`config.mk`:
```
export PLATFORM = sky130hd
export DESIGN_NAME = thtr_result_regs
export DESIGN_NICKNAME = d
export VERILOG_FILES = /design/src/hdl/thtr_pkg.sv /design/src/hdl/thtr_sync2.sv /design/src/hdl/thtr_result_regs.sv
export SDC_FILE = /design/constraint.sdc
export NUM_CORES = 1
export LEC_CHECK = 0
export BUFFER_PORTS_ARGS = -buffer_cell sky130_fd_sc_hd__buf_4
export CAP_MARGIN = 20
export CORE_MARGIN = 8
export CORE_UTILIZATION = 45
export DETAILED_ROUTE_END_ITERATION = 7
export PLACE_DENSITY_LB_ADDON = 0.25
export SLEW_MARGIN = 25
export SYNTH_ARGS = -nofsm -noshare
export SYNTH_HDL_FRONTEND = slang
export SYNTH_HIERARCHICAL = 1
export SYNTH_SLANG_ARGS = --single-unit
```
`constraint.sdc`:
```
create_clock -name mclk -period 2.4 [get_ports mclk]
set_clock_uncertainty 0.15 [all_clocks]
set_input_delay 0.12 -clock mclk [delete_from_list [all_inputs] [get_ports mclk]]
set_output_delay 0.12 -clock mclk [all_outputs]
set_load 0.02 [all_outputs]
```
`src/hdl/thtr_pkg.sv`:
```
// Purpose: shared constants and types of the thermal result register block
// Assumes: byte-wide register space reached over the two-wire serial port
// Notes:   result words are sign plus 15 result bits, stored as one 16-bit word

`default_nettype none

package thtr_pkg;

   // ==========================================================
   // register offsets
   localparam logic [7:0] THTR_OFF_BUS_HI  = 8'h22;
   localparam logic [7:0] THTR_OFF_BUS_LO  = 8'h23;
   localparam logic [7:0] THTR_OFF_BATT_HI = 8'h24;
   localparam logic [7:0] THTR_OFF_BATT_LO = 8'h25;
   localparam logic [7:0] THTR_OFF_DIE_HI  = 8'h26;
   localparam logic [7:0] THTR_OFF_DIE_LO  = 8'h27;
   localparam logic [7:0] THTR_UNMAPPED    = 8'h00;

   // ==========================================================
   // result channels and field layout
   localparam int         THTR_NUM_CH   = 3;
   localparam logic [1:0] THTR_CH_BUS   = 2'h0;
   localparam logic [1:0] THTR_CH_BATT  = 2'h1;
   localparam logic [1:0] THTR_CH_DIE   = 2'h2;
   localparam int         THTR_SIGN_POS = 15;
   localparam int         THTR_HI_POS   = 8;

   // ==========================================================
   // reset values; undefined at power-up, zero chosen here
   localparam logic [15:0] THTR_RESULT_RESET = 16'h0000;

   // ==========================================================
   // scaling: ratio codes are 1024 steps of 0.09766 % full scale,
   // die code is 0.5 degC per step above a 5 degC offset
   localparam logic [10:0] THTR_RATIO_FULL_CODE = 11'h400;
   localparam logic [16:0] THTR_DIE_OFFSET_HALF = 17'h0000a;

   // ==========================================================
   // serial port
   localparam logic [3:0] THTR_BITS_PER_BYTE = 4'h8;
   localparam logic [6:0] THTR_DEV_ADDR      = 7'h55; // arbitrary value

   typedef struct packed {
      logic        valid;
      logic [1:0]  chan;
      logic [15:0] code;
   } thtr_result_type;

   typedef struct packed {
      logic scl;
      logic sda;
   } thtr_pins_type;

   typedef enum logic [2:0] {
      ST_IDLE,
      ST_ADDR,
      ST_ACK,
      ST_RX,
      ST_TX,
      ST_MACK
   } thtr_state_type;

endpackage

`default_nettype wire

```
`src/hdl/thtr_sync2.sv`:
```
// Purpose: two-flop synchroniser for the serial port pins
// Assumes: pins idle high
// Notes:   first stage feeds only the second stage

`timescale 1ns/10ps
`default_nettype none

module thtr_sync2 (
   input  wire logic                   mclk,
   input  wire logic                   rstn,
   input  wire thtr_pkg::thtr_pins_type pinsIn,
   output var  thtr_pkg::thtr_pins_type pinsOut
);

   thtr_pkg::thtr_pins_type meta_reg;
   thtr_pkg::thtr_pins_type sync_reg;

   always_ff @(posedge mclk or negedge rstn)
   begin
      if (!rstn)
      begin
         meta_reg <= 2'h3;
         sync_reg <= 2'h3;
      end
      else
      begin
         meta_reg <= pinsIn;
         sync_reg <= meta_reg;
      end
   end

   assign pinsOut = sync_reg;

endmodule

`default_nettype wire

```
`src/hdl/thtr_result_regs.sv`:
```
// Purpose: thermistor and die temperature result registers behind the serial port
// Assumes: converter results arrive on mclk; regReset comes from the control registers
// Notes:   writes to this space are acknowledged but change nothing
//
// Summary of operation
// - bus thermistor high byte: sign, bits 14-8
// - bus thermistor low byte: bits 7-0
// - bus code is ratio of output-side voltage
// - bus step 0.09766 percent, bits 8/9
// - battery thermistor result in high, low bytes
// - battery code same ratio step as bus
// - die temperature result in high, low bytes
// - die temp is 5 degC plus half-degree steps
// - high byte bit 7 is two's complement sign
// - soft register reset clears all result bytes

`timescale 1ns/10ps
`default_nettype none

module thtr_result_regs (
   input  wire logic                     mclk,
   input  wire logic                     rstn,
   input  wire logic                     regReset,
   input  wire thtr_pkg::thtr_result_type resultIn,
   input  wire logic                     sclIn,
   input  wire logic                     sdaIn,
   output logic                          sdaOut,
   output logic                          sdaOutEnN,
   output logic [16:0]                   dieTempHalfDeg
);

   // ==========================================================
   // register read decode
   function automatic logic [7:0] regByte(
      input logic [7:0]  off,
      input logic [15:0] res [thtr_pkg::THTR_NUM_CH]
   );
      case (off)
         thtr_pkg::THTR_OFF_BUS_HI:  regByte = res[thtr_pkg::THTR_CH_BUS][15:8];
         thtr_pkg::THTR_OFF_BUS_LO:  regByte = res[thtr_pkg::THTR_CH_BUS][7:0];
         thtr_pkg::THTR_OFF_BATT_HI: regByte = res[thtr_pkg::THTR_CH_BATT][15:8];
         thtr_pkg::THTR_OFF_BATT_LO: regByte = res[thtr_pkg::THTR_CH_BATT][7:0];
         thtr_pkg::THTR_OFF_DIE_HI:  regByte = res[thtr_pkg::THTR_CH_DIE][15:8];
         thtr_pkg::THTR_OFF_DIE_LO:  regByte = res[thtr_pkg::THTR_CH_DIE][7:0];
         default:                    regByte = thtr_pkg::THTR_UNMAPPED;
      endcase
   endfunction

   // ==========================================================
   // declarations
   logic [15:0]               result_reg [thtr_pkg::THTR_NUM_CH];
   logic [16:0]               dieTemp_reg;
   thtr_pkg::thtr_pins_type   pinSync;
   logic                      sclPrev_reg;
   logic                      sdaPrev_reg;
   thtr_pkg::thtr_state_type  state_reg;
   logic [3:0]                bitCnt_reg;
   logic [7:0]                shift_reg;
   logic [7:0]                txShift_reg;
   logic [7:0]                ptr_reg;
   logic                      isRead_reg;
   logic                      havePtr_reg;
   logic                      masterNack_reg;
   logic                      sdaOutEnN_reg;
   logic                      sdaOut_reg;
   logic                      sclS;
   logic                      sdaS;
   logic                      startCond;
   logic                      stopCond;
   logic                      sclRise;
   logic                      sclFall;
   logic                      byteDone;
   logic                      ignoredWrite;
   logic [7:0]                nextTx;
   logic [15:0]               capCode;
   logic [7:0]                capHi;
   logic [7:0]                capLo;
   logic [16:0]               capExt;
   logic                      capBus;
   logic                      capBatt;
   logic                      capDie;

   // ==========================================================
   // pin synchronisation and bus conditions
   thtr_sync2 u_sync (
      .mclk    (mclk),
      .rstn    (rstn),
      .pinsIn  ({sclIn, sdaIn}),
      .pinsOut (pinSync)
   );

   assign sclS = pinSync.scl;
   assign sdaS = pinSync.sda;

   always_ff @(posedge mclk or negedge rstn)
   begin
      if (!rstn)
      begin
         sclPrev_reg <= 1'b1;
         sdaPrev_reg <= 1'b1;
      end
      else
      begin
         sclPrev_reg <= sclS;
         sdaPrev_reg <= sdaS;
      end
   end

   assign startCond    = sclS && sclPrev_reg && sdaPrev_reg && !sdaS;
   assign stopCond     = sclS && sclPrev_reg && !sdaPrev_reg && sdaS;
   assign sclRise      = sclS && !sclPrev_reg;
   assign sclFall      = !sclS && sclPrev_reg;
   assign byteDone     = (bitCnt_reg == thtr_pkg::THTR_BITS_PER_BYTE);
   assign ignoredWrite = sclFall && (state_reg == thtr_pkg::ST_RX) && byteDone && havePtr_reg;
   assign nextTx       = regByte(ptr_reg, result_reg);

   // ==========================================================
   // result storage
   assign capCode = resultIn.code;
   assign capHi   = resultIn.code[15:8];
   assign capLo   = resultIn.code[7:0];
   assign capExt  = {resultIn.code[thtr_pkg::THTR_SIGN_POS], resultIn.code};
   assign capBus  = resultIn.valid && (resultIn.chan == thtr_pkg::THTR_CH_BUS);
   assign capBatt = resultIn.valid && (resultIn.chan == thtr_pkg::THTR_CH_BATT);
   assign capDie  = resultIn.valid && (resultIn.chan == thtr_pkg::THTR_CH_DIE);

   // codes are kept raw: ratio codes stay in output-side-voltage units
   always_ff @(posedge mclk or negedge rstn)
   begin
      if (!rstn)
      begin
         for (int i = 0; i < thtr_pkg::THTR_NUM_CH; i++)
         begin
            result_reg[i] <= thtr_pkg::THTR_RESULT_RESET;
         end
      end
      else if (regReset)
      begin
         // soft reset beats a result landing in the same cycle
         for (int i = 0; i < thtr_pkg::THTR_NUM_CH; i++)
         begin
            result_reg[i] <= thtr_pkg::THTR_RESULT_RESET;
         end
      end
      else if (capBus || capBatt || capDie)
      begin
         result_reg[resultIn.chan] <= resultIn.code;
      end
   end

   // die code in half degrees, offset added so host can skip it
   always_ff @(posedge mclk or negedge rstn)
   begin
      if (!rstn)
      begin
         dieTemp_reg <= thtr_pkg::THTR_DIE_OFFSET_HALF;
      end
      else
      begin
         dieTemp_reg <= {result_reg[thtr_pkg::THTR_CH_DIE][thtr_pkg::THTR_SIGN_POS],
                         result_reg[thtr_pkg::THTR_CH_DIE]}
                        + thtr_pkg::THTR_DIE_OFFSET_HALF;
      end
   end

   // ==========================================================
   // serial port protocol
   always_ff @(posedge mclk or negedge rstn)
   begin
      if (!rstn)
      begin
         state_reg      <= thtr_pkg::ST_IDLE;
         bitCnt_reg     <= 4'h0;
         shift_reg      <= 8'h00;
         txShift_reg    <= 8'h00;
         ptr_reg        <= 8'h00;
         isRead_reg     <= 1'b0;
         havePtr_reg    <= 1'b0;
         masterNack_reg <= 1'b0;
         sdaOutEnN_reg  <= 1'b1;
      end
      else if (startCond)
      begin
         state_reg     <= thtr_pkg::ST_ADDR;
         bitCnt_reg    <= 4'h0;
         havePtr_reg   <= 1'b0;
         sdaOutEnN_reg <= 1'b1;
      end
      else if (stopCond)
      begin
         state_reg     <= thtr_pkg::ST_IDLE;
         sdaOutEnN_reg <= 1'b1;
      end
      else if (sclRise)
      begin
         case (state_reg)
            thtr_pkg::ST_ADDR, thtr_pkg::ST_RX:
            begin
               shift_reg  <= {shift_reg[6:0], sdaS};
               bitCnt_reg <= bitCnt_reg + 4'h1;
            end
            thtr_pkg::ST_TX:
            begin
               bitCnt_reg <= bitCnt_reg + 4'h1;
            end
            thtr_pkg::ST_MACK:
            begin
               masterNack_reg <= sdaS;
            end
            default:
            begin
            end
         endcase
      end
      else if (sclFall)
      begin
         case (state_reg)
            thtr_pkg::ST_ADDR:
            begin
               if (byteDone && (shift_reg[7:1] == thtr_pkg::THTR_DEV_ADDR))
               begin
                  isRead_reg    <= shift_reg[0];
                  state_reg     <= thtr_pkg::ST_ACK;
                  sdaOutEnN_reg <= 1'b0;
               end
               else if (byteDone)
               begin
                  state_reg <= thtr_pkg::ST_IDLE;
               end
            end
            thtr_pkg::ST_ACK:
            begin
               bitCnt_reg <= 4'h0;
               if (isRead_reg)
               begin
                  txShift_reg   <= nextTx;
                  sdaOutEnN_reg <= nextTx[7];
                  ptr_reg       <= ptr_reg + 8'h01;
                  state_reg     <= thtr_pkg::ST_TX;
               end
               else
               begin
                  sdaOutEnN_reg <= 1'b1;
                  state_reg     <= thtr_pkg::ST_RX;
               end
            end
            thtr_pkg::ST_RX:
            begin
               if (byteDone)
               begin
                  // first byte sets the pointer; data bytes only advance it
                  if (!havePtr_reg)
                  begin
                     ptr_reg     <= shift_reg;
                     havePtr_reg <= 1'b1;
                  end
                  else
                  begin
                     ptr_reg <= ptr_reg + 8'h01;
                  end
                  state_reg     <= thtr_pkg::ST_ACK;
                  sdaOutEnN_reg <= 1'b0;
               end
            end
            thtr_pkg::ST_TX:
            begin
               if (byteDone)
               begin
                  sdaOutEnN_reg <= 1'b1;
                  state_reg     <= thtr_pkg::ST_MACK;
               end
               else
               begin
                  // open drain: release for a one, pull low for a zero
                  sdaOutEnN_reg <= txShift_reg[6];
                  txShift_reg   <= {txShift_reg[6:0], 1'b0};
               end
            end
            thtr_pkg::ST_MACK:
            begin
               bitCnt_reg <= 4'h0;
               if (masterNack_reg)
               begin
                  state_reg <= thtr_pkg::ST_IDLE;
               end
               else
               begin
                  txShift_reg   <= nextTx;
                  sdaOutEnN_reg <= nextTx[7];
                  ptr_reg       <= ptr_reg + 8'h01;
                  state_reg     <= thtr_pkg::ST_TX;
               end
            end
            default:
            begin
               state_reg <= thtr_pkg::ST_IDLE;
            end
         endcase
      end
   end

   // data line only ever pulls low
   always_ff @(posedge mclk or negedge rstn)
   begin
      if (!rstn)
      begin
         sdaOut_reg <= 1'b0;
      end
      else
      begin
         sdaOut_reg <= 1'b0;
      end
   end

   assign sdaOut         = sdaOut_reg;
   assign sdaOutEnN      = sdaOutEnN_reg;
   assign dieTempHalfDeg = dieTemp_reg;

   // ==========================================================
   // checks
   a_bus_hi_byte: assert property (
      @(posedge mclk) disable iff (!rstn)
      capBus && !regReset |=> regByte(thtr_pkg::THTR_OFF_BUS_HI, result_reg) == $past(capHi))
   else $error("bus high byte does not hold captured sign and upper bits");

   a_bus_lo_byte: assert property (
      @(posedge mclk) disable iff (!rstn)
      capBus && !regReset |=> regByte(thtr_pkg::THTR_OFF_BUS_LO, result_reg) == $past(capLo))
   else $error("bus low byte does not hold captured low bits");

   a_batt_bytes: assert property (
      @(posedge mclk) disable iff (!rstn)
      capBatt && !regReset |=>
         {regByte(thtr_pkg::THTR_OFF_BATT_HI, result_reg),
          regByte(thtr_pkg::THTR_OFF_BATT_LO, result_reg)} == $past(capCode))
   else $error("battery result bytes differ from captured code");

   a_die_bytes: assert property (
      @(posedge mclk) disable iff (!rstn)
      capDie && !regReset |=>
         {regByte(thtr_pkg::THTR_OFF_DIE_HI, result_reg),
          regByte(thtr_pkg::THTR_OFF_DIE_LO, result_reg)} == $past(capCode))
   else $error("die result bytes differ from captured code");

   a_die_scale: assert property (
      @(posedge mclk) disable iff (!rstn)
      capDie && !regReset ##1 !regReset && !capDie |=>
         dieTemp_reg == 17'($past(capExt, 2) + thtr_pkg::THTR_DIE_OFFSET_HALF))
   else $error("die temperature not offset plus half-degree code");

   a_sign_bit: assert property (
      @(posedge mclk) disable iff (!rstn)
      capDie && !regReset && capCode[15] |=>
         regByte(thtr_pkg::THTR_OFF_DIE_HI, result_reg) >= 8'h80)
   else $error("negative result does not set high byte bit 7");

   a_soft_reset: assert property (
      @(posedge mclk) disable iff (!rstn)
      regReset |=> result_reg[0] == thtr_pkg::THTR_RESULT_RESET
                && result_reg[1] == thtr_pkg::THTR_RESULT_RESET
                && result_reg[2] == thtr_pkg::THTR_RESULT_RESET)
   else $error("soft reset left a result byte set");

   a_write_ignored: assert property (
      @(posedge mclk) disable iff (!rstn)
      ignoredWrite && !resultIn.valid && !regReset |=>
         $stable(result_reg[0]) && $stable(result_reg[1]) && $stable(result_reg[2]))
   else $error("host write changed a stored result");

endmodule

`default_nettype wire

```
# Yosys cells after proc, flatten, opt, wreduce, memory -nomap -nowiden
# Cells that the tools add are included.
# totals
n_memories	0
latch_bits	0
wordCells	145
output_inout_bits	19
mem_bits_ro	0
ramBits	0
ff_bits	105
inputBits	24
# classes
n_div	0
bitwise_logic	4
eq_ne	28
n_mux	48
mul	0
add_sub_neg	3
n_shift	0
n_reduce_logical	41
order_cmp	2
# op_table
cell	n
48-bit two-way mux	2
48-bit bitwise mux	1
8-bit by 6-bit equality test with 1-bit output (second input constant)	6
8-bit one-hot mux with 6 select lines	1
16-bit demux with 2-bit select	1
8-bit two-way mux	4
3-bit two-way mux	10
4-bit two-way mux	6
8-bit one-hot mux with 3 select lines	1
7-bit two-way mux	3
7-bit one-hot mux with 3 select lines	1
16-bit by 5-bit adder with 17-bit output (second input constant)	1
16-bit two-way mux	1
4-bit != test (second input constant)	4
8-bit AND reduction	2
1-bit two-way mux	15
3-bit one-hot mux with 5 select lines	1
3-bit nonzero test	5
1-bit logical AND	12
2-bit != test (second input constant)	6
4-bit AND reduction	3
6-bit AND reduction	2
5-bit AND reduction	2
8-bit by 1-bit adder with 8-bit output (second input constant)	1
22 further kinds	35

# Depth between registers and ports, before layout
# Gate-level depths: netlist of the first run.
# depth
word_depth	8
depth_mapped	9
depth_no_buf	7

# Hierarchy
# Netlist of the first run, hierarchy kept.
# by_module_without_submodules
module	seq_area_each_um2	instances	area_each_um2	cells_each
thtr_result_regs	2533.7	1	5069.9	530
thtr_sync2	105.1	1	105.1	4

# Worst setup path before layout of the first run
# Ideal clock, no wire load.
# synth_timing
path_kind	flip-flop to flip-flop
startpoint	register ptr_reg[0]
endpoint	register txShift_reg[3]
stages_incl_launch_ff	8
arrival_ns	1.662
required_time_ns	2.125
path_buffers	1
setup_ns	0.125
path_slack_ns	0.463
cell_sequence	dfrtp_1 inv_1 ha_1 clkbuf_1 a221o_1 nand3_1 o21ai_0 mux2_4
# synth_between
elab_chain_len	4
# synth_lines
element	line_no	source
start: declaration	thtr_result_regs.sv:60	logic [7:0] ptr_reg;
start signal: assignment	thtr_result_regs.sv:238	ptr_reg <= ptr_reg + 8'h01;
start signal: assignment	thtr_result_regs.sv:254	ptr_reg <= shift_reg;
start signal: assignment	thtr_result_regs.sv:259	ptr_reg <= ptr_reg + 8'h01;
8-bit by 6-bit equality test with 1-bit output	thtr_result_regs.sv:38	case (off)
8-bit one-hot mux with 6 select lines (*)	thtr_result_regs.sv:38	
7-bit two-way mux, on equally long branches	thtr_result_regs.sv:282, thtr_result_regs.sv:234	
7-bit one-hot mux with 3 select lines (*)	thtr_result_regs.sv:217	case (state_reg)
end signal: assignment	thtr_result_regs.sv:236	txShift_reg <= nextTx;
end signal: assignment	thtr_result_regs.sv:276	txShift_reg <= {txShift_reg[6:0], 1'b0};
end signal: assignment	thtr_result_regs.sv:288	txShift_reg <= nextTx;
end: declaration	thtr_result_regs.sv:59	logic [7:0] txShift_reg;
# Every way passes the cells marked *; elsewhere a longest branch is shown, timed or not. The select of a mux whose other input is x is not followed.
# A chain may end at the register's enable or synchronous reset.

# Final worst setup path of the first run
# layout_timing
startpoint	register ptr_reg[0]
endpoint	register txShift_reg[4]
# The elaborated chain is that of the path after synthesis.

==> results of run 1 <==
metal layers:
| layer | part of all wire, % | up-vias | wire, um |
|---|---|---|---|
| met3 | 5.6 | 22 | 718 |
| met5 | 0 | - | 0 |
| li1 | - | 1989 | - |
| met1 | 45 | 2068 | 5710 |
| met4 | 2.0 | 0 | 257 |
| met2 | 48 | 128 | 6150 |
where the power goes:
part / internal, uW / switching, uW / leakage, uW
combinational: 121 / 167 / 0.00110
sequential: 1830 / 55.6 / 0.00142
clock: 823 / 665 / 0.000142
cell type report:
| cell class | instances | area share [%] |
|---|---|---|
| clock buffers | 11 | 3.79 |
| clock inverters | 5 | 1.08 |
| inverters | 12 | 0.733 |
| multi-input cells | 385 | 38.0 |
| flip-flops and latches | 105 | 42.9 |
| well taps | 143 | 2.91 |
| repair buffers | 78 | 10.5 |
synthesized netlist by cell type (4+ instances only):
cell / n
sky130_fd_sc_hd__mux2_4: 6
sky130_fd_sc_hd__o21ai_1: 7
sky130_fd_sc_hd__nand2b_1: 5
sky130_fd_sc_hd__nand3_1: 26
sky130_fd_sc_hd__o22ai_1: 4
sky130_fd_sc_hd__nand2_1: 129
sky130_fd_sc_hd__inv_1: 12
sky130_fd_sc_hd__nor2_1: 11
sky130_fd_sc_hd__dfrtp_1: 96
sky130_fd_sc_hd__o21ai_0: 9
sky130_fd_sc_hd__a21oi_1: 65
sky130_fd_sc_hd__a221o_1: 7
sky130_fd_sc_hd__nand3b_1: 6
sky130_fd_sc_hd__buf_4: 4
sky130_fd_sc_hd__mux2_2: 8
sky130_fd_sc_hd__clkbuf_1: 22
sky130_fd_sc_hd__xnor2_1: 11
sky130_fd_sc_hd__a222oi_1: 7
sky130_fd_sc_hd__ha_1: 8
sky130_fd_sc_hd__dfstp_2: 9
sky130_fd_sc_hd__o31ai_1: 4
sky130_fd_sc_hd__buf_2: 4
stage by stage:
step / std cells / hold WS, ns / setup WS (ns) / util [%]
floorplan: 534 / -0.326 / 0.463 / -
global placement: 703 / -0.0144 / 0.239 / 49.9
detailed placement: 703 / -0.0129 / 0.190 / 49.9
CTS: 739 / 0.0682 / 0.172 / 54.3
global route: 739 / 0.0982 / 0.00865 / 54.3
finish: 739 / 0.0823 / 0.154 / 54.3
final timing paths:
| check | startpoint | end | slack (ns) | cells past startpoint |
|---|---|---|---|---|
| worst max-delay path | ptr_reg[0] | txShift_reg[4] | 0.15 | 7 |
| worst min-delay path | resultIn[16] | result_reg[42] | 0.08 | 5 |
| worst max register to register | ptr_reg[0] | txShift_reg[4] | 0.15 | 7 |
| worst min register to register | u_sync/meta_reg[1] | u_sync/pinsOut[1] | 0.21 | 0 |
| max in group asynchronous | rstn | sdaPrev_reg | 1.24 | 3 |
| min in group asynchronous | rstn | result_reg[13] | 0.14 | 2 |
worst register-to-register path: stages (launching register included):
cell and delay [ns]:
sky130_fd_sc_hd__dfrtp_1 0.46, sky130_fd_sc_hd__ha_1 0.36, sky130_fd_sc_hd__buf_4 0.24, sky130_fd_sc_hd__a222oi_1 0.34
sky130_fd_sc_hd__nand3_1 0.12, sky130_fd_sc_hd__nand3_1 0.12, sky130_fd_sc_hd__o21ai_0 0.09, sky130_fd_sc_hd__mux2_4 0.26
logic make-up after synthesis:
kind of cell               after synthesis  share of synthesized area, %
AOI/OAI and AO/OA                      133                          16.8
adders and majority gates                8                          1.93
xor gates and xnor gates                14                          2.37
and+or+nand+nor                        212                          19.9
muxes                                   17                          4.09
other                                    1                        0.0725
DFF                                    105                          51.0
buffers and inverters                   44                          3.87
what timing repair did:
action / in CTS / in global routing
endpoints found under the hold margin: 88 / 0
setup endpoints to repair: 0 / 0
hold buffers: 20 / 0
buffers inserted: 0 / 0
==> flow_summary.rst, run 1 <==
.. list-table::
   :header-rows: 1

   * - Metric
     - Value
   * - Clock edge transition at the registers on the reported setup and hold paths
     - 0.07 ns
   * - Boundary pin count
     - 43
   * - Slowest stage cell on the critical path
     - sky130_fd_sc_hd__dfrtp_1
   * - Wirelength, routed
     - 12.8 mm
   * - Total die area
     - 15,200 um^2
   * - Kind of launch point of the worst setup path
     - flop
   * - Final non-filler cell area
     - 6150 um^2
   * - TritonCTS clock tree
     - built
   * - Cells traversed along the worst timing path
     - ha_1 -> buf_4 -> a222oi_1 -> nand3_1 -> nand3_1 -> o21ai_0 -> mux2_4
   * - Initial detailed-routing violation count
     - 432
   * - YS warnings
     - 6
   * - Part of the Yosys area used for sequential elements
     - 51.0%
   * - First-pass iteration count of the detailed router
     - 5
   * - Initial antenna violation count
     - 0
   * - First-pass GRT wire length
     - 21.8 mm
   * - Fraction of layout cells with a size suffix above 1
     - 18.3%
   * - Number of instances in the synthesized netlist
     - 534
   * - Number of vias after detailed routing
     - 4,207
   * - Largest cells by area after synthesis
     - sky130_fd_sc_hd__dfrtp_1 (46%), sky130_fd_sc_hd__nand2_1 (9.4%), sky130_fd_sc_hd__a21oi_1 (6.3%)
   * - Starting Density
     - 45.7%
   * - Maximum number of buffers from clock root to sink
     - 2
   * - Maximum fanout along the worst path
     - 12
   * - Register cell area after layout
     - 2640 um^2
   * - Hold crit path type
     - in -> reg
   * - M1 GR Usage
     - 24.2%
   * - Met2 usage in global routing
     - 28.4%
   * - Skew-Pair Late Insertion Delay
     - 0.36 ns
   * - Global routing usage on met3
     - 4.61%
   * - Library cell appearing most often on the critical path
     - sky130_fd_sc_hd__nand3_1
   * - Slew at the pin closest to its max-slew limit
     - 0.746 ns
   * - DP Wirelength
     - 9.04 mm
   * - Slew Limit Fails
     - 0
   * - Remaining antenna violation count after routing
     - 0
   * - Portion of synthesized cell area occupied by the leading cell type
     - 46.4%
   * - Layout overhead on the synthesized area
     - 18.8%
   * - Required time of the worst setup path
     - 2.48 ns
   * - Synthesized area
     - 5170 um^2
   * - Post-layout minimum cycle time
     - 2.25 ns
   * - CTS root buffer
     - sky130_fd_sc_hd__clkbuf_16
   * - Max-slew headroom
     - 50.1%
   * - Unrepaired setup endpoints after global routing
     - false
   * - Top cell family by delay on the critical path
     - flip-flops
   * - Total count of hold-check failures in the final report
     - 0
   * - Upper clock frequency limit
     - 445 MHz
   * - Final setup fails
     - 0
   * - Max-cap violation count
     - 0
   * - Fillers
     - 1,023
   * - CTS resizes
     - 0
   * - Total clock buffers created by CTS
     - 9
   * - Largest net degree at the start of global routing
     - 49
   * - Status
     - completed
   * - Most congested layer reported by global routing
     - met2
   * - Number of enable-type register cells in the synthesized netlist
     - 0
   * - Final global-route overflow total
     - 0
   * - DRC violations left
     - 0
   * - Seq cells post-synth
     - 105
   * - Area inside the core boundary
     - 11,300 um^2
   * - Mean post-synth cell area
     - 9.69 um^2
   * - Overall die width
     - 123 um
   * - Power per cell area
     - 596 nW/um^2
   * - Number of nets in the layout
     - 623
   * - Async set or reset register ratio after synthesis
     - 100%
   * - Most frequent cells in the layout
     - sky130_fd_sc_hd__nand2_1 (129), sky130_fd_sc_hd__dfrtp_1 (96), sky130_fd_sc_hd__a21oi_1 (65)
   * - IR Drop Worst-Case VDD
     - 0.415 mV
   * - Floorplan die height
     - 123 um
   * - Most instantiated flip-flop cell in the synthesis netlist
     - sky130_fd_sc_hd__dfrtp_1
   * - H-tree Lvls
     - 3
   * - Setup TNS
     - 0 ns
   * - Leakage power summed over all cells
     - 0.00266 uW
   * - Total area of multi-input combinational cells
     - 2340 um^2
   * - Kind of critical path
     - reg -> reg
   * - Most common cell after layout, fill and taps aside
     - sky130_fd_sc_hd__nand2_1
   * - Number of global-route vias before repair
     - 4,200
   * - Diodes inserted
     - 0
   * - TritonCTS sink count
     - 105
   * - Number of flip-flops under the largest register name
     - 48
   * - Total buffers and inverters traversed by the critical path
     - 1
   * - Dpl cell area
     - 5650 um^2
   * - Type of destination of the critical path
     - flop
   * - Synth area leader
     - sky130_fd_sc_hd__dfrtp_1
   * - Stage delay of the slowest cell on the critical path
     - 0.46 ns
   * - Final GP Congestion
     - 0.943
   * - Post-Synthesis Net Count
     - 566
   * - Crit path DAT
     - 2.33 ns
   * - Number of rows in the core area
     - 39
   * - Final routed wire length divided by cell count
     - 17.4 um
   * - Number of buffer cells added on primary ports
     - 41
   * - Total power consumption of the routed design
     - 3660 uW
   * - Total GRT Usage
     - 18.2%
   * - Distinct cells, synth
     - 69
   * - Final cycle utilization of the critical path
     - 93.6%
   * - Mean number of vias per cell
     - 5.69
Note: power is estimated with default switching activity, not from simulation.
==> run 2: changes to the inputs <==
--- a/config.mk
+++ b/config.mk
@@ -7,6 +7,7 @@
 export LEC_CHECK = 0
 export BUFFER_PORTS_ARGS = -buffer_cell sky130_fd_sc_hd__buf_4
 export CAP_MARGIN = 20
+export CORE_ASPECT_RATIO = 0.5
 export CORE_MARGIN = 8
 export CORE_UTILIZATION = 45
 export DETAILED_ROUTE_END_ITERATION = 7
==> constraint.sdc (replaced) <==
create_clock -name mclk -period 1.85 [get_ports mclk]
set_clock_uncertainty 0.15 [all_clocks]
set_input_delay 0.0925 -clock mclk [delete_from_list [all_inputs] [get_ports mclk]]
set_output_delay 0.0925 -clock mclk [all_outputs]
set_load 0.02 [all_outputs]
==> flow_summary.rst, run 2 (synthesized netlist as in run 1, its figures left out) <==
.. list-table::
   :header-rows: 1

   * - Metric
     - Value
   * - Status
     - finished with violations
   * - Violated checks
     - setup timing
   * - Kind of launch point of the worst setup path
     - flop
   * - Maximum number of buffers from clock root to sink
     - 2
   * - Library cell appearing most often on the critical path
     - sky130_fd_sc_hd__a21boi_4
   * - Number of flip-flops under the largest register name
     - 48
   * - DP Wirelength
     - 9.12 mm
   * - Layout overhead on the synthesized area
     - 34.5%
   * - Area inside the core boundary
     - 11,100 um^2
   * - Cell-internal power
     - 3530 uW
   * - Stage delay of the slowest cell on the critical path
     - 0.57 ns
   * - Dpl cells
     - 749
   * - Power share of the sequential group
     - 51.3%
   * - Slew Limit Fails
     - 0
   * - Initial antenna violation count
     - 0
   * - Top cell family by delay on the critical path
     - compound AO/OA/AOI/OAI gates
   * - Floorplan die height
     - 91.8 um
   * - Max-cap violation count
     - 0
   * - First-pass iteration count of the detailed router
     - 6
   * - Number of rows in the core area
     - 27
   * - Minimum setup slack among reg-to-reg paths
     - -0.1 ns
   * - Remaining antenna violation count after routing
     - 0
   * - Final non-filler cell area
     - 6960 um^2
   * - Clock edge transition at the registers on the reported setup and hold paths
     - 0.07 ns
   * - Final core utilization
     - 62.6%
   * - Initial detailed-routing violation count
     - 436
   * - Switching fraction of total power
     - 25.6%
   * - Pre-CTS setup slack
     - -0.211 ns
   * - Count of non-filler cells in the finished layout
     - 802
   * - Unrepaired setup endpoints after global routing
     - true
   * - Most frequent cells in the layout
     - sky130_fd_sc_hd__nand2_1 (124), sky130_fd_sc_hd__buf_4 (98), sky130_fd_sc_hd__dfrtp_1 (91)
   * - Number of nets in the layout
     - 684
   * - Net switching power
     - 1220 uW
   * - Number of vias after detailed routing
     - 4,461
   * - Total buffers and inverters traversed by the critical path
     - 1
   * - Fraction of layout cells with a size suffix above 1
     - 32.4%
   * - TritonCTS sink count
     - 105
   * - Max-slew headroom
     - 65.3%
   * - Boundary pin count
     - 43
   * - Final WS setup
     - -0.0951 ns
   * - TritonCTS clock tree
     - built
   * - Post-layout minimum cycle time
     - 1.95 ns
   * - Power per cell area
     - 681 nW/um^2
   * - Overall die width
     - 168 um
   * - Slew at the pin closest to its max-slew limit
     - 0.520 ns
   * - Final routed wire length divided by cell count
     - 17.6 um
   * - Starting Density
     - 46.6%
   * - Cells traversed along the worst timing path
     - nand2b_4 -> a31oi_4 -> a21boi_4 -> a21boi_4 -> buf_12 -> mux2_4
   * - Total count of hold-check failures in the final report
     - 0
   * - Kind of critical path
     - reg -> reg
   * - Final setup fails
     - 11
   * - Clock share of power
     - 38.7%
   * - Leakage power summed over all cells
     - 0.00303 uW
   * - Crit path DAT
     - 2.03 ns
   * - Required time of the worst setup path
     - 1.93 ns
   * - Origin of the critical flop-to-flop path
     - sclPrev_reg
   * - Path depth of the worst reg2reg path
     - 6
   * - Upper clock frequency limit
     - 514 MHz
   * - CTS root buffer
     - sky130_fd_sc_hd__clkbuf_16
   * - Worst reg2reg endpoint
     - txShift_reg[1]
   * - Slowest stage cell on the critical path
     - sky130_fd_sc_hd__dfstp_2
   * - Hold crit path type
     - in -> reg
   * - IR Drop Worst-Case VDD
     - 0.403 mV
   * - Number of buffer cells added on primary ports
     - 41
   * - Total clock buffers created by CTS
     - 9
   * - CP Capture Point
     - txShift_reg[1]
   * - Skew-Pair Late Insertion Delay
     - 0.35 ns
   * - Logic pwr share
     - 10.0%
   * - Diodes inserted
     - 0
   * - Final cycle utilization of the critical path
     - 105%
   * - Total GRT Usage
     - 18.0%
   * - Total die area
     - 15,400 um^2
   * - Worst setup startpoint
     - sclPrev_reg
   * - First-pass GRT wire length
     - 22.6 mm
   * - Type of destination of the critical path
     - flop
   * - Largest net degree at the start of global routing
     - 97
   * - H-tree Lvls
     - 3
   * - Number of global-route vias before repair
     - 4,371
   * - Count of cell instances traversed by the critical path
     - 6
   * - Maximum fanout along the worst path
     - 7
   * - Mean number of vias per cell
     - 5.56
   * - Wirelength, routed
     - 14.1 mm
   * - Final global-route overflow total
     - 0
   * - Most common cell after layout, fill and taps aside
     - sky130_fd_sc_hd__nand2_1
   * - Dpl cell area
     - 6020 um^2
   * - Final GP Congestion
     - 0.837
   * - DRC violations left
     - 0
[run 2: changes by cell type in the layout (fill, tap and decap cells not counted), sizes merged]
cell,delta
buf,+59
clkinv,+2
bufinv,-1
dlygate4sd3,+1
[run 2: area by class of cell]
cell class	instances	area [um^2]
repair buffers	139	1230
fillers	870	4150
clock buffers	10	229
multi-input cells	385	2580
well taps	145	181
flip-flops and latches	105	2650
clock inverters	6	52.6
inverters	12	45.0
[run 2: how the worst min path moves through the flow]
stage / from / end / slack (ns) / depth (start not counted)
5_1_grt: regReset / result_reg[11] / 0.08 / 2
3_3_place_gp: rstn / dieTempHalfDeg[10] / -0.22 / 1
2_1_floorplan: rstn / bitCnt_reg[0] / -0.35 / 0
3_5_place_dp: rstn / dieTempHalfDeg[10] / -0.21 / 1
4_1_cts: regReset / result_reg[41] / 0.06 / 2
6_report: regReset / result_reg[38] / 0.07 / 2
[run 2: worst reg2reg max path: stages, from the launching register on]
cell,delay [ns]
sky130_fd_sc_hd__dfstp_2,0.57
sky130_fd_sc_hd__nand2b_4,0.08
sky130_fd_sc_hd__a31oi_4,0.17
sky130_fd_sc_hd__a21boi_4,0.21
sky130_fd_sc_hd__a21boi_4,0.21
sky130_fd_sc_hd__buf_12,0.15
sky130_fd_sc_hd__mux2_4,0.30
[run 2: per-layer routing]
layer,up-vias,share of wire [%],track usage [%]
li1,2107,-,-
met1,2214,47,24.1
met2,124,46,28.2
met3,16,5.4,4.96
met4,0,1.2,5.02
met5,-,0,0
[run 2: stage by stage]
stage          total power, uW  hold WS, ns  TNS [ns]
2_1_floorplan             2640       -0.353    -0.293
4_1_cts                   4750       0.0625    -0.637
3_5_place_dp              2880       -0.214     -1.62
5_1_grt                   4900       0.0837     -1.66
6_report                  4740       0.0712    -0.650
3_3_place_gp              2870       -0.217    -0.997
[run 2: power groups by stage]
stage	clock [uW]	sequential, uW	combinational [uW]
2_1_floorplan	0	2480	163
3_5_place_dp	0	2470	402
3_3_place_gp	0	2470	397
5_1_grt	1930	2440	520
6_report	1830	2430	474
4_1_cts	1870	2430	455
[run 2: repair_timing]
| item | in CTS | in global routing |
|---|---|---|
| endpoints found under the setup margin | 20 | 22 |
| pin swaps | 19 | 30 |
| resized for setup | 29 | 40 |
| gates cloned | 1 | 2 |
| buffers inserted | 12 | 3 |
| hold endpoints to repair | 148 | 0 |
| hold buffers | 21 | 0 |
